### src/hw/chsla_params.svh
`ifndef CHSLA_PARAMS_SVH
`define CHSLA_PARAMS_SVH

// ----------------------------------------
// register offsets
// ----------------------------------------
`define CHSLA_OFS_PHASE 8'h34
`define CHSLA_OFS_LOOP 8'h35
`define CHSLA_OFS_EVENT 8'h36

// ----------------------------------------
// widths and reset values
// ----------------------------------------
`define CHSLA_CMD_W 8
`define CHSLA_DATA_W 16
`define CHSLA_PHASE_W 13
`define CHSLA_LOOP_W 6
`define CHSLA_EVENT_W 16
`define CHSLA_MEAS_W 16
`define CHSLA_PHASE_RST 13'h0100
`define CHSLA_LOOP_RST 6'h00
`define CHSLA_EVENT_RST 16'h0000

// ----------------------------------------
// charging phase codes, one hot
// ----------------------------------------
`define CHSLA_PH_DETECT_FAIL 13'h1000
`define CHSLA_PH_DETECTING 13'h0800
`define CHSLA_PH_ABSORB 13'h0200
`define CHSLA_PH_SUSPENDED 13'h0100
`define CHSLA_PH_NORMAL 13'h0040
`define CHSLA_PH_THERMAL_PAUSE 13'h0020
`define CHSLA_PH_TIMER_DONE 13'h0010
`define CHSLA_PH_TAPER_DONE 13'h0008
`define CHSLA_PH_TIMEOUT 13'h0004
`define CHSLA_PH_BAT_MISSING 13'h0002
`define CHSLA_PH_BAT_SHORT 13'h0001
`define CHSLA_LOOP_INPUT_LIMIT 6'h20

// ----------------------------------------
// event register field positions
// ----------------------------------------
`define CHSLA_EV_TELEM 15
`define CHSLA_EV_SERIES_DONE 14
`define CHSLA_EV_CELL_UNDER 11
`define CHSLA_EV_CELL_OVER 10
`define CHSLA_EV_IN_UNDER 9
`define CHSLA_EV_IN_OVER 8
`define CHSLA_EV_OUT_UNDER 7
`define CHSLA_EV_OUT_OVER 6
`define CHSLA_EV_IN_I_OVER 5
`define CHSLA_EV_CELL_I_UNDER 4
`define CHSLA_EV_CHIP_T_OVER 3
`define CHSLA_EV_SERIES_OVER 2
`define CHSLA_EV_SENSOR_OVER 1
`define CHSLA_EV_SENSOR_UNDER 0
`define CHSLA_EV_IMPL_MASK 16'hcfff
`define CHSLA_CMP_N 12
`define CHSLA_CMP_ABOVE 12'h56e

`endif

### src/hw/chsla_pkg.sv
`default_nettype none
`include "chsla_params.svh"

package chsla_pkg;

  // ----------------------------------------
  // charging phase reported by the charger
  // ----------------------------------------
  typedef enum logic [3:0] {
    ph_detect_fail,
    ph_detecting,
    ph_absorb,
    ph_suspended,
    ph_normal_charging,
    ph_thermal_pause,
    ph_timer_done,
    ph_taper_done,
    ph_charge_timeout,
    ph_battery_missing,
    ph_battery_short
  } chsla_phase_t;

  // ----------------------------------------
  // decoded serial port word access
  // ----------------------------------------
  typedef struct packed {
    logic [`CHSLA_CMD_W-1:0] cmd;
    logic wr;
    logic rd;
    logic [`CHSLA_DATA_W-1:0] wdata;
  } chsla_req_t;

  // ----------------------------------------
  // telemetry results and limits
  // ----------------------------------------
  typedef struct packed {
    logic signed [`CHSLA_MEAS_W-1:0] cell_v;
    logic signed [`CHSLA_MEAS_W-1:0] in_v;
    logic signed [`CHSLA_MEAS_W-1:0] out_v;
    logic signed [`CHSLA_MEAS_W-1:0] in_i;
    logic signed [`CHSLA_MEAS_W-1:0] cell_i;
    logic signed [`CHSLA_MEAS_W-1:0] chip_t;
    logic signed [`CHSLA_MEAS_W-1:0] series_r;
    logic signed [`CHSLA_MEAS_W-1:0] sensor_v;
  } chsla_meas_t;

  typedef struct packed {
    logic signed [`CHSLA_MEAS_W-1:0] cell_v_lo;
    logic signed [`CHSLA_MEAS_W-1:0] cell_v_hi;
    logic signed [`CHSLA_MEAS_W-1:0] in_v_lo;
    logic signed [`CHSLA_MEAS_W-1:0] in_v_hi;
    logic signed [`CHSLA_MEAS_W-1:0] out_v_lo;
    logic signed [`CHSLA_MEAS_W-1:0] out_v_hi;
    logic signed [`CHSLA_MEAS_W-1:0] in_i_hi;
    logic signed [`CHSLA_MEAS_W-1:0] cell_i_lo;
    logic signed [`CHSLA_MEAS_W-1:0] chip_t_hi;
    logic signed [`CHSLA_MEAS_W-1:0] series_r_hi;
    logic signed [`CHSLA_MEAS_W-1:0] sensor_v_hi;
    logic signed [`CHSLA_MEAS_W-1:0] sensor_v_lo;
  } chsla_limit_t;

endpackage

`default_nettype wire

### src/hw/chsla_limit_cmp.sv
`timescale 1ns/1ns
`default_nettype none

module chsla_limit_cmp #(
  parameter int W = 16,
  parameter bit ABOVE = 1'b1
) (
  input wire logic i_clk,
  input wire logic i_srst,
  input wire logic i_stb,
  input wire logic signed [W-1:0] i_value,
  input wire logic signed [W-1:0] i_limit,
  output logic o_hit
);

  logic hit_reg;
  logic hit_next;

  // ----------------------------------------
  // one comparison per fresh sample
  // ----------------------------------------
  always_comb begin
    if (ABOVE) begin
      hit_next = i_stb && (i_value > i_limit);
    end else begin
      hit_next = i_stb && (i_value < i_limit);
    end
  end

  always_ff @(posedge i_clk) begin
    if (i_srst) begin
      hit_reg <= 1'h0;
    end else begin
      hit_reg <= hit_next;
    end
  end

  assign o_hit = hit_reg;

endmodule // chsla_limit_cmp

`default_nettype wire

### src/hw/chsla_sticky_flags.sv
`timescale 1ns/1ns
`default_nettype none

module chsla_sticky_flags #(
  parameter int W = 16,
  parameter logic [W-1:0] IMPL = '1
) (
  input wire logic i_clk,
  input wire logic i_srst,
  input wire logic [W-1:0] i_set,
  input wire logic [W-1:0] i_clear,
  input wire logic [W-1:0] i_enable,
  output logic [W-1:0] o_flags
);

  logic [W-1:0] flags_reg;
  logic [W-1:0] flags_next;

  // ----------------------------------------
  // set beats write clear, disable beats all
  // ----------------------------------------
  always_comb begin
    flags_next = ((flags_reg & ~i_clear) | i_set) & i_enable & IMPL;
  end

  always_ff @(posedge i_clk) begin
    if (i_srst) begin
      flags_reg <= '0;
    end else begin
      flags_reg <= flags_next;
    end
  end

  assign o_flags = flags_reg;

endmodule // chsla_sticky_flags

`default_nettype wire

### src/hw/chsla_core.sv
`timescale 1ns/1ns
`default_nettype none
`include "chsla_params.svh"

module chsla_core
  import chsla_pkg::*;
(
  input wire logic i_clk,
  input wire logic i_srst,
  input wire chsla_req_t i_req,
  output logic [`CHSLA_DATA_W-1:0] o_rdata,
  output logic o_rd_valid,
  input wire chsla_phase_t i_phase,
  input wire logic [`CHSLA_LOOP_W-1:0] i_loop_flags,
  input wire chsla_meas_t i_meas,
  input wire logic i_meas_stb,
  input wire chsla_limit_t i_limit,
  input wire logic [`CHSLA_EVENT_W-1:0] i_alert_en,
  input wire logic i_telem_ready,
  input wire logic i_series_done,
  output logic [`CHSLA_PHASE_W-1:0] o_phase_word,
  output logic [`CHSLA_LOOP_W-1:0] o_loop_flags,
  output logic [`CHSLA_EVENT_W-1:0] o_event_flags
);

  localparam int CmpN = `CHSLA_CMP_N;
  localparam logic [CmpN-1:0] CmpAbove = `CHSLA_CMP_ABOVE;

  logic [`CHSLA_PHASE_W-1:0] phase_reg;
  logic [`CHSLA_PHASE_W-1:0] phase_next;
  logic [`CHSLA_LOOP_W-1:0] loop_reg;
  logic [`CHSLA_LOOP_W-1:0] loop_next;
  logic charging;
  logic [`CHSLA_DATA_W-1:0] rdata_reg;
  logic [`CHSLA_DATA_W-1:0] rdata_next;
  logic rd_valid_reg;
  logic rd_valid_next;
  logic [`CHSLA_EVENT_W-1:0] ev_flags;
  logic [`CHSLA_EVENT_W-1:0] ev_set;
  logic [`CHSLA_EVENT_W-1:0] ev_clear;
  logic ev_write;
  logic [CmpN-1:0] cmp_hit;
  logic signed [`CHSLA_MEAS_W-1:0] cmp_val [CmpN];
  logic signed [`CHSLA_MEAS_W-1:0] cmp_lim [CmpN];

  // ----------------------------------------
  // charging phase word
  // ----------------------------------------
  always_comb begin
    phase_next = phase_reg;
    unique case (i_phase)
      ph_detect_fail: phase_next = `CHSLA_PH_DETECT_FAIL;
      ph_detecting: phase_next = `CHSLA_PH_DETECTING;
      ph_absorb: phase_next = `CHSLA_PH_ABSORB;
      ph_suspended: phase_next = `CHSLA_PH_SUSPENDED;
      ph_normal_charging: phase_next = `CHSLA_PH_NORMAL;
      ph_thermal_pause: phase_next = `CHSLA_PH_THERMAL_PAUSE;
      ph_timer_done: phase_next = `CHSLA_PH_TIMER_DONE;
      ph_taper_done: phase_next = `CHSLA_PH_TAPER_DONE;
      ph_charge_timeout: phase_next = `CHSLA_PH_TIMEOUT;
      ph_battery_missing: phase_next = `CHSLA_PH_BAT_MISSING;
      ph_battery_short: phase_next = `CHSLA_PH_BAT_SHORT;
      default: phase_next = phase_reg;
    endcase
  end

  always_ff @(posedge i_clk) begin
    if (i_srst) begin
      phase_reg <= `CHSLA_PHASE_RST;
    end else begin
      phase_reg <= phase_next;
    end
  end

  // ----------------------------------------
  // regulation loop flags
  // ----------------------------------------
  always_comb begin
    charging = (phase_next == `CHSLA_PH_NORMAL) || (phase_next == `CHSLA_PH_ABSORB);
    loop_next = '0;
    if (charging) begin
      // keep only the highest active loop
      for (int b = 0; b < `CHSLA_LOOP_W; b++) begin
        if (i_loop_flags[b]) begin
          loop_next = '0;
          loop_next[b] = 1'h1;
        end
      end
    end
  end

  always_ff @(posedge i_clk) begin
    if (i_srst) begin
      loop_reg <= `CHSLA_LOOP_RST;
    end else begin
      loop_reg <= loop_next;
    end
  end

  // ----------------------------------------
  // limit comparisons
  // ----------------------------------------
  always_comb begin
    cmp_val[`CHSLA_EV_CELL_UNDER] = i_meas.cell_v;
    cmp_lim[`CHSLA_EV_CELL_UNDER] = i_limit.cell_v_lo;
    cmp_val[`CHSLA_EV_CELL_OVER] = i_meas.cell_v;
    cmp_lim[`CHSLA_EV_CELL_OVER] = i_limit.cell_v_hi;
    cmp_val[`CHSLA_EV_IN_UNDER] = i_meas.in_v;
    cmp_lim[`CHSLA_EV_IN_UNDER] = i_limit.in_v_lo;
    cmp_val[`CHSLA_EV_IN_OVER] = i_meas.in_v;
    cmp_lim[`CHSLA_EV_IN_OVER] = i_limit.in_v_hi;
    cmp_val[`CHSLA_EV_OUT_UNDER] = i_meas.out_v;
    cmp_lim[`CHSLA_EV_OUT_UNDER] = i_limit.out_v_lo;
    cmp_val[`CHSLA_EV_OUT_OVER] = i_meas.out_v;
    cmp_lim[`CHSLA_EV_OUT_OVER] = i_limit.out_v_hi;
    cmp_val[`CHSLA_EV_IN_I_OVER] = i_meas.in_i;
    cmp_lim[`CHSLA_EV_IN_I_OVER] = i_limit.in_i_hi;
    cmp_val[`CHSLA_EV_CELL_I_UNDER] = i_meas.cell_i;
    cmp_lim[`CHSLA_EV_CELL_I_UNDER] = i_limit.cell_i_lo;
    cmp_val[`CHSLA_EV_CHIP_T_OVER] = i_meas.chip_t;
    cmp_lim[`CHSLA_EV_CHIP_T_OVER] = i_limit.chip_t_hi;
    cmp_val[`CHSLA_EV_SERIES_OVER] = i_meas.series_r;
    cmp_lim[`CHSLA_EV_SERIES_OVER] = i_limit.series_r_hi;
    cmp_val[`CHSLA_EV_SENSOR_OVER] = i_meas.sensor_v;
    cmp_lim[`CHSLA_EV_SENSOR_OVER] = i_limit.sensor_v_hi;
    cmp_val[`CHSLA_EV_SENSOR_UNDER] = i_meas.sensor_v;
    cmp_lim[`CHSLA_EV_SENSOR_UNDER] = i_limit.sensor_v_lo;
  end

  for (genvar k = 0; k < CmpN; k++) begin : g_cmp
    chsla_limit_cmp #(
      .W(`CHSLA_MEAS_W),
      .ABOVE(CmpAbove[k])
    ) u_cmp (
      .i_clk(i_clk),
      .i_srst(i_srst),
      .i_stb(i_meas_stb),
      .i_value(cmp_val[k]),
      .i_limit(cmp_lim[k]),
      .o_hit(cmp_hit[k])
    );
  end

  // ----------------------------------------
  // threshold event register
  // ----------------------------------------
  always_comb begin
    ev_write = i_req.wr && (i_req.cmd == `CHSLA_OFS_EVENT);
    ev_clear = ev_write ? ~i_req.wdata : '0;
    ev_set = '0;
    ev_set[CmpN-1:0] = cmp_hit;
    ev_set[`CHSLA_EV_TELEM] = i_telem_ready;
    ev_set[`CHSLA_EV_SERIES_DONE] = i_series_done;
  end

  chsla_sticky_flags #(
    .W(`CHSLA_EVENT_W),
    .IMPL(`CHSLA_EV_IMPL_MASK)
  ) u_events (
    .i_clk(i_clk),
    .i_srst(i_srst),
    .i_set(ev_set),
    .i_clear(ev_clear),
    .i_enable(i_alert_en),
    .o_flags(ev_flags)
  );

  // ----------------------------------------
  // read-back port
  // ----------------------------------------
  always_comb begin
    rd_valid_next = i_req.rd;
    rdata_next = rdata_reg;
    if (i_req.rd) begin
      unique case (i_req.cmd)
        `CHSLA_OFS_PHASE: rdata_next = {3'h0, phase_reg};
        `CHSLA_OFS_LOOP: rdata_next = {10'h000, loop_reg};
        `CHSLA_OFS_EVENT: rdata_next = ev_flags;
        default: rdata_next = '0;
      endcase
    end
  end

  always_ff @(posedge i_clk) begin
    if (i_srst) begin
      rdata_reg <= '0;
      rd_valid_reg <= 1'h0;
    end else begin
      rdata_reg <= rdata_next;
      rd_valid_reg <= rd_valid_next;
    end
  end

  assign o_rdata = rdata_reg;
  assign o_rd_valid = rd_valid_reg;
  assign o_phase_word = phase_reg;
  assign o_loop_flags = loop_reg;
  assign o_event_flags = ev_flags;
endmodule // chsla_core

`default_nettype wire

### config.mk
export PLATFORM = sky130hd
export DESIGN_NAME = chsla_core
export DESIGN_NICKNAME = d
export VERILOG_FILES = /design/src/hw/chsla_pkg.sv /design/src/hw/chsla_limit_cmp.sv /design/src/hw/chsla_sticky_flags.sv /design/src/hw/chsla_core.sv
export VERILOG_INCLUDE_DIRS = /design/src /design/src/hw
export SDC_FILE = /design/constraint.sdc
export NUM_CORES = 1
export LEC_CHECK = 0
export BUFFER_PORTS_ARGS = -buffer_cell sky130_fd_sc_hd__buf_2
export CAP_MARGIN = 20
export CORE_AREA = 4 4 164 166
export CTS_CLUSTER_SIZE = 30
export DETAILED_ROUTE_END_ITERATION = 8
export DIE_AREA = 0 0 168 170
export REMOVE_ABC_BUFFERS = 1
export SLEW_MARGIN = 20
export SYNTH_ARGS = -nofsm -noshare
export SYNTH_HDL_FRONTEND = slang
export SYNTH_HIERARCHICAL = 1
export SYNTH_SLANG_ARGS = --single-unit
### constraint.sdc
create_clock -name i_clk -period 2.8 [get_ports i_clk]
set_clock_uncertainty 0.1 [all_clocks]
set_input_delay 0.28 -clock i_clk [delete_from_list [all_inputs] [get_ports i_clk]]
set_output_delay 0.28 -clock i_clk [all_outputs]
set_load 0.01 [all_outputs]
Word-level counts from Yosys, hierarchy flattened

Index checks and enable logic that the tools add are counted.

Register bits: 64
Output and inout bits: 52
Logic and storage cells: 86

$lt $le $gt $ge: 12
Equality and inequality tests: 15
Muxes and demuxes: 9
Bitwise operators: 6
Reduce and logical (&&, ||, !) cells: 21

Operators with widths:

| operator                                        | number |
|---|---|
| one-hot mux 13 bit (11 select lines)            | 1 |
| > comparator 16 bit                             | 7 |
| less-than comparator 16 bit                     | 5 |
| one-hot mux 16 bit (3 select lines)             | 1 |
| AND 16 bit                                      | 2 |
| inverter 16 bit                                 | 2 |
| two-way mux 6 bit                               | 5 |
| == test 8 x 6 -> 1 bit, second input constant   | 3 |
| == test 4 x 3 -> 1 bit, second input constant   | 4 |
| two-way mux 16 bit                              | 1 |
| bitwise OR 16 bit                               | 1 |
| == test 13 x 10 -> 1 bit, second input constant | 1 |
| == test 13 x 7 -> 1 bit, second input constant  | 1 |
| logical AND 1 bit                               | 13 |
| == test 4 bit, second input constant            | 3 |
| == test 4 x 2 -> 1 bit, second input constant   | 2 |
| OR reduction 7 bit                              | 1 |
| OR reduction 6 bit                              | 1 |
| OR reduction 5 bit                              | 1 |
| == test 4 x 1 -> 1 bit, second input constant   | 1 |
| zero test 4 bit                                 | 1 |
| OR reduction 4 bit                              | 1 |
| OR reduction 3 bit                              | 1 |
| OR reduction 2 bit                              | 1 |
| other kinds (3)                                 | 3 |

Logic depth before layout (Yosys ltp)

Depth in word-level cells: 7
Mapped depth: 7

Cells and area by module

The synthesis kept the hierarchy.

By module, submodules not included:

| module                                | instances | cells each | area an instance (µm²) |
|---|---|---|---|
| chsla_limit_cmp at g_cmp[1].u_cmp ... | 6         | 62         | 481.7 |
| chsla_limit_cmp at g_cmp[0].u_cmp ... | 5         | 58         | 454.2 |
| chsla_core                            | 1         | 211        | 1741.7 |
| chsla_sticky_flags                    | 1         | 47         | 541.8 |
| chsla_limit_cmp at g_cmp[10].u_cmp    | 1         | 63         | 459.2 |

Worst setup path before layout

Ideal clock, no wire load.

Kind: input port to flip-flop
From: input port i_limit[31] in the netlist's numbering
To: register g_cmp[1].u_cmp.hit_reg
Arrival time: 1.600 ns
Path slack: 0.979 ns
Stages: 6
Buffers on the path: 0
Cells stage by stage: inv_1 > ha_1 > nand4_2 > a2111oi_0 > or3b_1 > mux2_4

Word-level cells in the longest chain between the ends: 2

Ends and longest elaborated chain:

| item                 | RTL line              | text |
|---|---|---|
| from (decl)          | chsla_core.sv:17      | `input wire chsla_limit_t i_limit,` |
| > comparator 16 bit  | chsla_limit_cmp.sv:24 | `hit_next = i_stb && (i_value > i_limit);` |
| logical AND 1 bit    | chsla_limit_cmp.sv:24 |  |
| to (signal assigned) | chsla_limit_cmp.sv:34 | `hit_reg <= hit_next;` |
| to (decl)            | chsla_limit_cmp.sv:16 | `logic hit_reg;` |

No other way between the ends.
A chain may end at the register's enable or synchronous reset.

Final worst setup path

From: register phase_reg[8], in the netlist o_phase_word[8]
To: register loop_reg[0], in the netlist o_loop_flags[0]

Word-level cells in the longest chain between the ends: 5
Elaborated cells between the ends (all ways): 6
Classes of those cells: 2 x eq/ne; 1 x mux; 1 x bitwise; 2 x reduce/logical

Ends and longest elaborated chain:

| item                                                                                 | RTL line         | text |
|---|---|---|
| from (decl)                                                                          | chsla_core.sv:29 | `` logic [`CHSLA_PHASE_W-1:0] phase_reg; `` |
| from (signal assigned)                                                               | chsla_core.sv:69 | `` phase_reg <= `CHSLA_PHASE_RST; `` |
| from (signal assigned)                                                               | chsla_core.sv:71 | `phase_reg <= phase_next;` |
| one-hot mux 13 bit (11 select lines) (*)                                             | chsla_core.sv:51 | `unique case (i_phase)` |
| == test 13 x 7 -> 1 bit (no line) / == test 13 x 10 -> 1 bit (equally long branches) | -                |  |
| logical OR 1 bit (*)                                                                 | chsla_core.sv:79 | `` charging = (phase_next == `CHSLA_PH_NORMAL) \|\| (phase_next == `CHSLA_PH_ABSORB); `` |
| inverter 1 bit (no line) (*)                                                         | -                |  |
| OR reduction 7 bit (no line) (*)                                                     | -                |  |
| to (signal assigned)                                                                 | chsla_core.sv:94 | `` loop_reg <= `CHSLA_LOOP_RST; `` |
| to (signal assigned)                                                                 | chsla_core.sv:96 | `loop_reg <= loop_next;` |
| to (decl)                                                                            | chsla_core.sv:31 | `` logic [`CHSLA_LOOP_W-1:0] loop_reg; `` |

Mark *: on every way between the ends. The rest lies on a longest branch, timed or not.

==> results.md <==
* CP Cell Sequence: nand2b_1 -> or3_1 -> a211o_1 -> nor4_1
* Final setup fails at 0
* Total internal power at 0.00221 W
* Max-cap viol count at 0
* Switching Share at a little under a third
* Final Wtd Congestion at 0.897
* Gr ovfl total at 0
* Net load switching power at 0.00101 W
* CP Depth at 4
* Hold-fix buffers, CTS at 0
* Worst Hold Class: input port to register
* Crit. End Element: register
* Setup TNS at 0 ps
* Power share of the sequential group at 28.9%
* Peak VDD IR at 212 uV
* Crit path max-delay family: simple AND/OR/NAND/NOR gates
* Data arrival, critical path at 1980 ps
* Drt initial violations at 300
* Reg-to-reg endpoint: o_loop_flags[0]$_SDFF_PP0_
* Status: complete, no violations
* Largest net degree at the start of global routing at 25
* Fin nets at around 2000
* Slew @ Worst Pin at 694 ps
* Slowest CP cell: a211o_1
* Post-route clock period utilization at 66.5%
* Slew Viols, Final at 0
* Initial Utilization at 30.8%
* Synthesized cell area at 0.00789 mm^2
* First-pass DRT Iterations at 4
* Setup crit start kind: register
* CTS Buf Count at 9
* All-Layer GR Usage at 17.8%
* Worst path max stage delay at 390 ps
* Gate power share at 35.8%
* RSZ-0062 raised after global routing: false
* CTS tree: done
* IO Pins at 429
* CTS Root Cell: clkbuf_16
* Total wire length at approximately 27000 um
* Clock share of power at 35.3%
* Ys Warns at 6
* Type of the worst setup path: register to register
* Post-Syn Instances at 980
* Crit path from: o_phase_word[8]$_SDFF_PP1_
* Longest Clk Path Bufs at 2
* Syn Area/Cell at 8.05 um^2
* Clock Latency Late Sink at roughly 330 ps
* Minimum clock period at approximately 1900 ps
* DRC Markers at 0
* Vias per cell at 4.76
* Vias in the first global route at 8206
* Global-route wire length before repair at 41000 um
* H-tree depth at 3
* Core Area at 0.0256 mm^2
* Leakage at 6.25 nW
* Initial antenna violation count at 3
* Clk slew on worst S/H paths at 60 ps
* Pwr dens at 302 mW/mm^2
* Post-CTS setup buffers at 0
* Commonest non-fill, non-tap cells in the layout: buf_2 (422), inv_1 (209), ha_1 (187)
* CTS sink count at between 60 and 70
* Rows at 59
* Setup crit end: o_loop_flags[0]$_SDFF_PP0_
* Pwr Total at 0.00322 W
* RR Startpoint: o_phase_word[8]$_SDFF_PP1_
* Wirelength per Cell at 15.7 um
* Die area at around 0.029 mm^2
* Post-CTS Resized at 0
* Die Span Y at 170 um
* Via count at between 8000 and 9000
* Most common cell after layout, fill and taps aside: buf_2
* Area Overhead vs Synth at 35.2%
* Port bufs at 422
* R2r setup slk at 940 ps
* Max Freq at 0.537 GHz
* CP required at 2920 ps
* Bufs and invs on worst path at 0
* Maximum fanout along the worst path at 6
* FF-to-FF path depth at 4
* Slew HR at about 54%
* Final Hold Viols at 0
* Chip width at 168 um
* Antenna-violating nets left at 0
* Share of layout cells above drive strength 1 at a little over a third
* Final HPWL DP at 23900 um
==> layout make-up <==
cell class	count	area, um^2
clock buffer	12	256
fill	2685	14900
sequential	62	1240
antenna	1	2.50
multi-input combinational	693	5780
tap	335	419
inverter	210	788
timing repair buffer	424	2140
clock inverter	4	45.0
==> metal layers <==
layer / share of wire (%) / wire length [um] / GRT usage, %
met1: 42 / 11500 / 21.8
met2: 49 / 13400 / 31.6
met3: 7.0 / 1900 / 3.97
met4: 1.9 / 515 / 4.41
met5: 0.044 / 12 / 0
==> sequential cells by signal, summed over array words and instances (netlist names) <==
name	count
u_events/o_flags	14
o_phase_word	13
o_rdata	16
g_cmp.u_cmp/o_hit	12
o_rd_valid	1
o_loop_flags	6
==> power groups by stage <==
| stage | combinational (W) | sequential (W) | clock [W] |
|---|---|---|---|
| 3_3_place_gp | 0.00113 | 0.000949 | 0 |
| 2_1_floorplan | 0.000657 | 0.000944 | 0 |
| 6_report | 0.00115 | 0.000929 | 0.00114 |
| 3_5_place_dp | 0.00115 | 0.000950 | 0 |
| 5_1_grt | 0.00131 | 0.000933 | 0.00122 |
| 4_1_cts | 0.00116 | 0.000930 | 0.00119 |
==> how the worst min path moves through the flow <==
stage                                        start  cells past startpoint                        endpoint  slack (ps)
after floorplan                             i_srst                      1      o_phase_word[3]$_SDFF_PP0_         250
after global placement    o_rdata[12]$_SDFFE_PP0P_                      2        o_rdata[12]$_SDFFE_PP0P_         330
after detailed placement  o_rdata[10]$_SDFFE_PP0P_                      2        o_rdata[10]$_SDFFE_PP0P_         340
after CTS                            i_alert_en[9]                      2  u_events/o_flags[9]$_SDFF_PP0_          40
after global routing                 i_alert_en[6]                      2  u_events/o_flags[6]$_SDFF_PP0_          50
final                                i_alert_en[0]                      2  u_events/o_flags[0]$_SDFF_PP0_          70
==> through the flow <==
step	utilization (%)	area (um^2)	cells	hold WS, ps	setup WS, ps
2_1_floorplan	-	7810	965	249	979
3_3_place_gp	40.5	10400	1724	331	705
3_5_place_dp	40.5	10400	1724	342	681
4_1_cts	41.7	10700	1740	44.3	885
5_1_grt	41.7	10700	1741	53.3	814
6_report	41.7	10700	1741	67.1	938
Note: power is estimated with default switching activity, not from simulation.
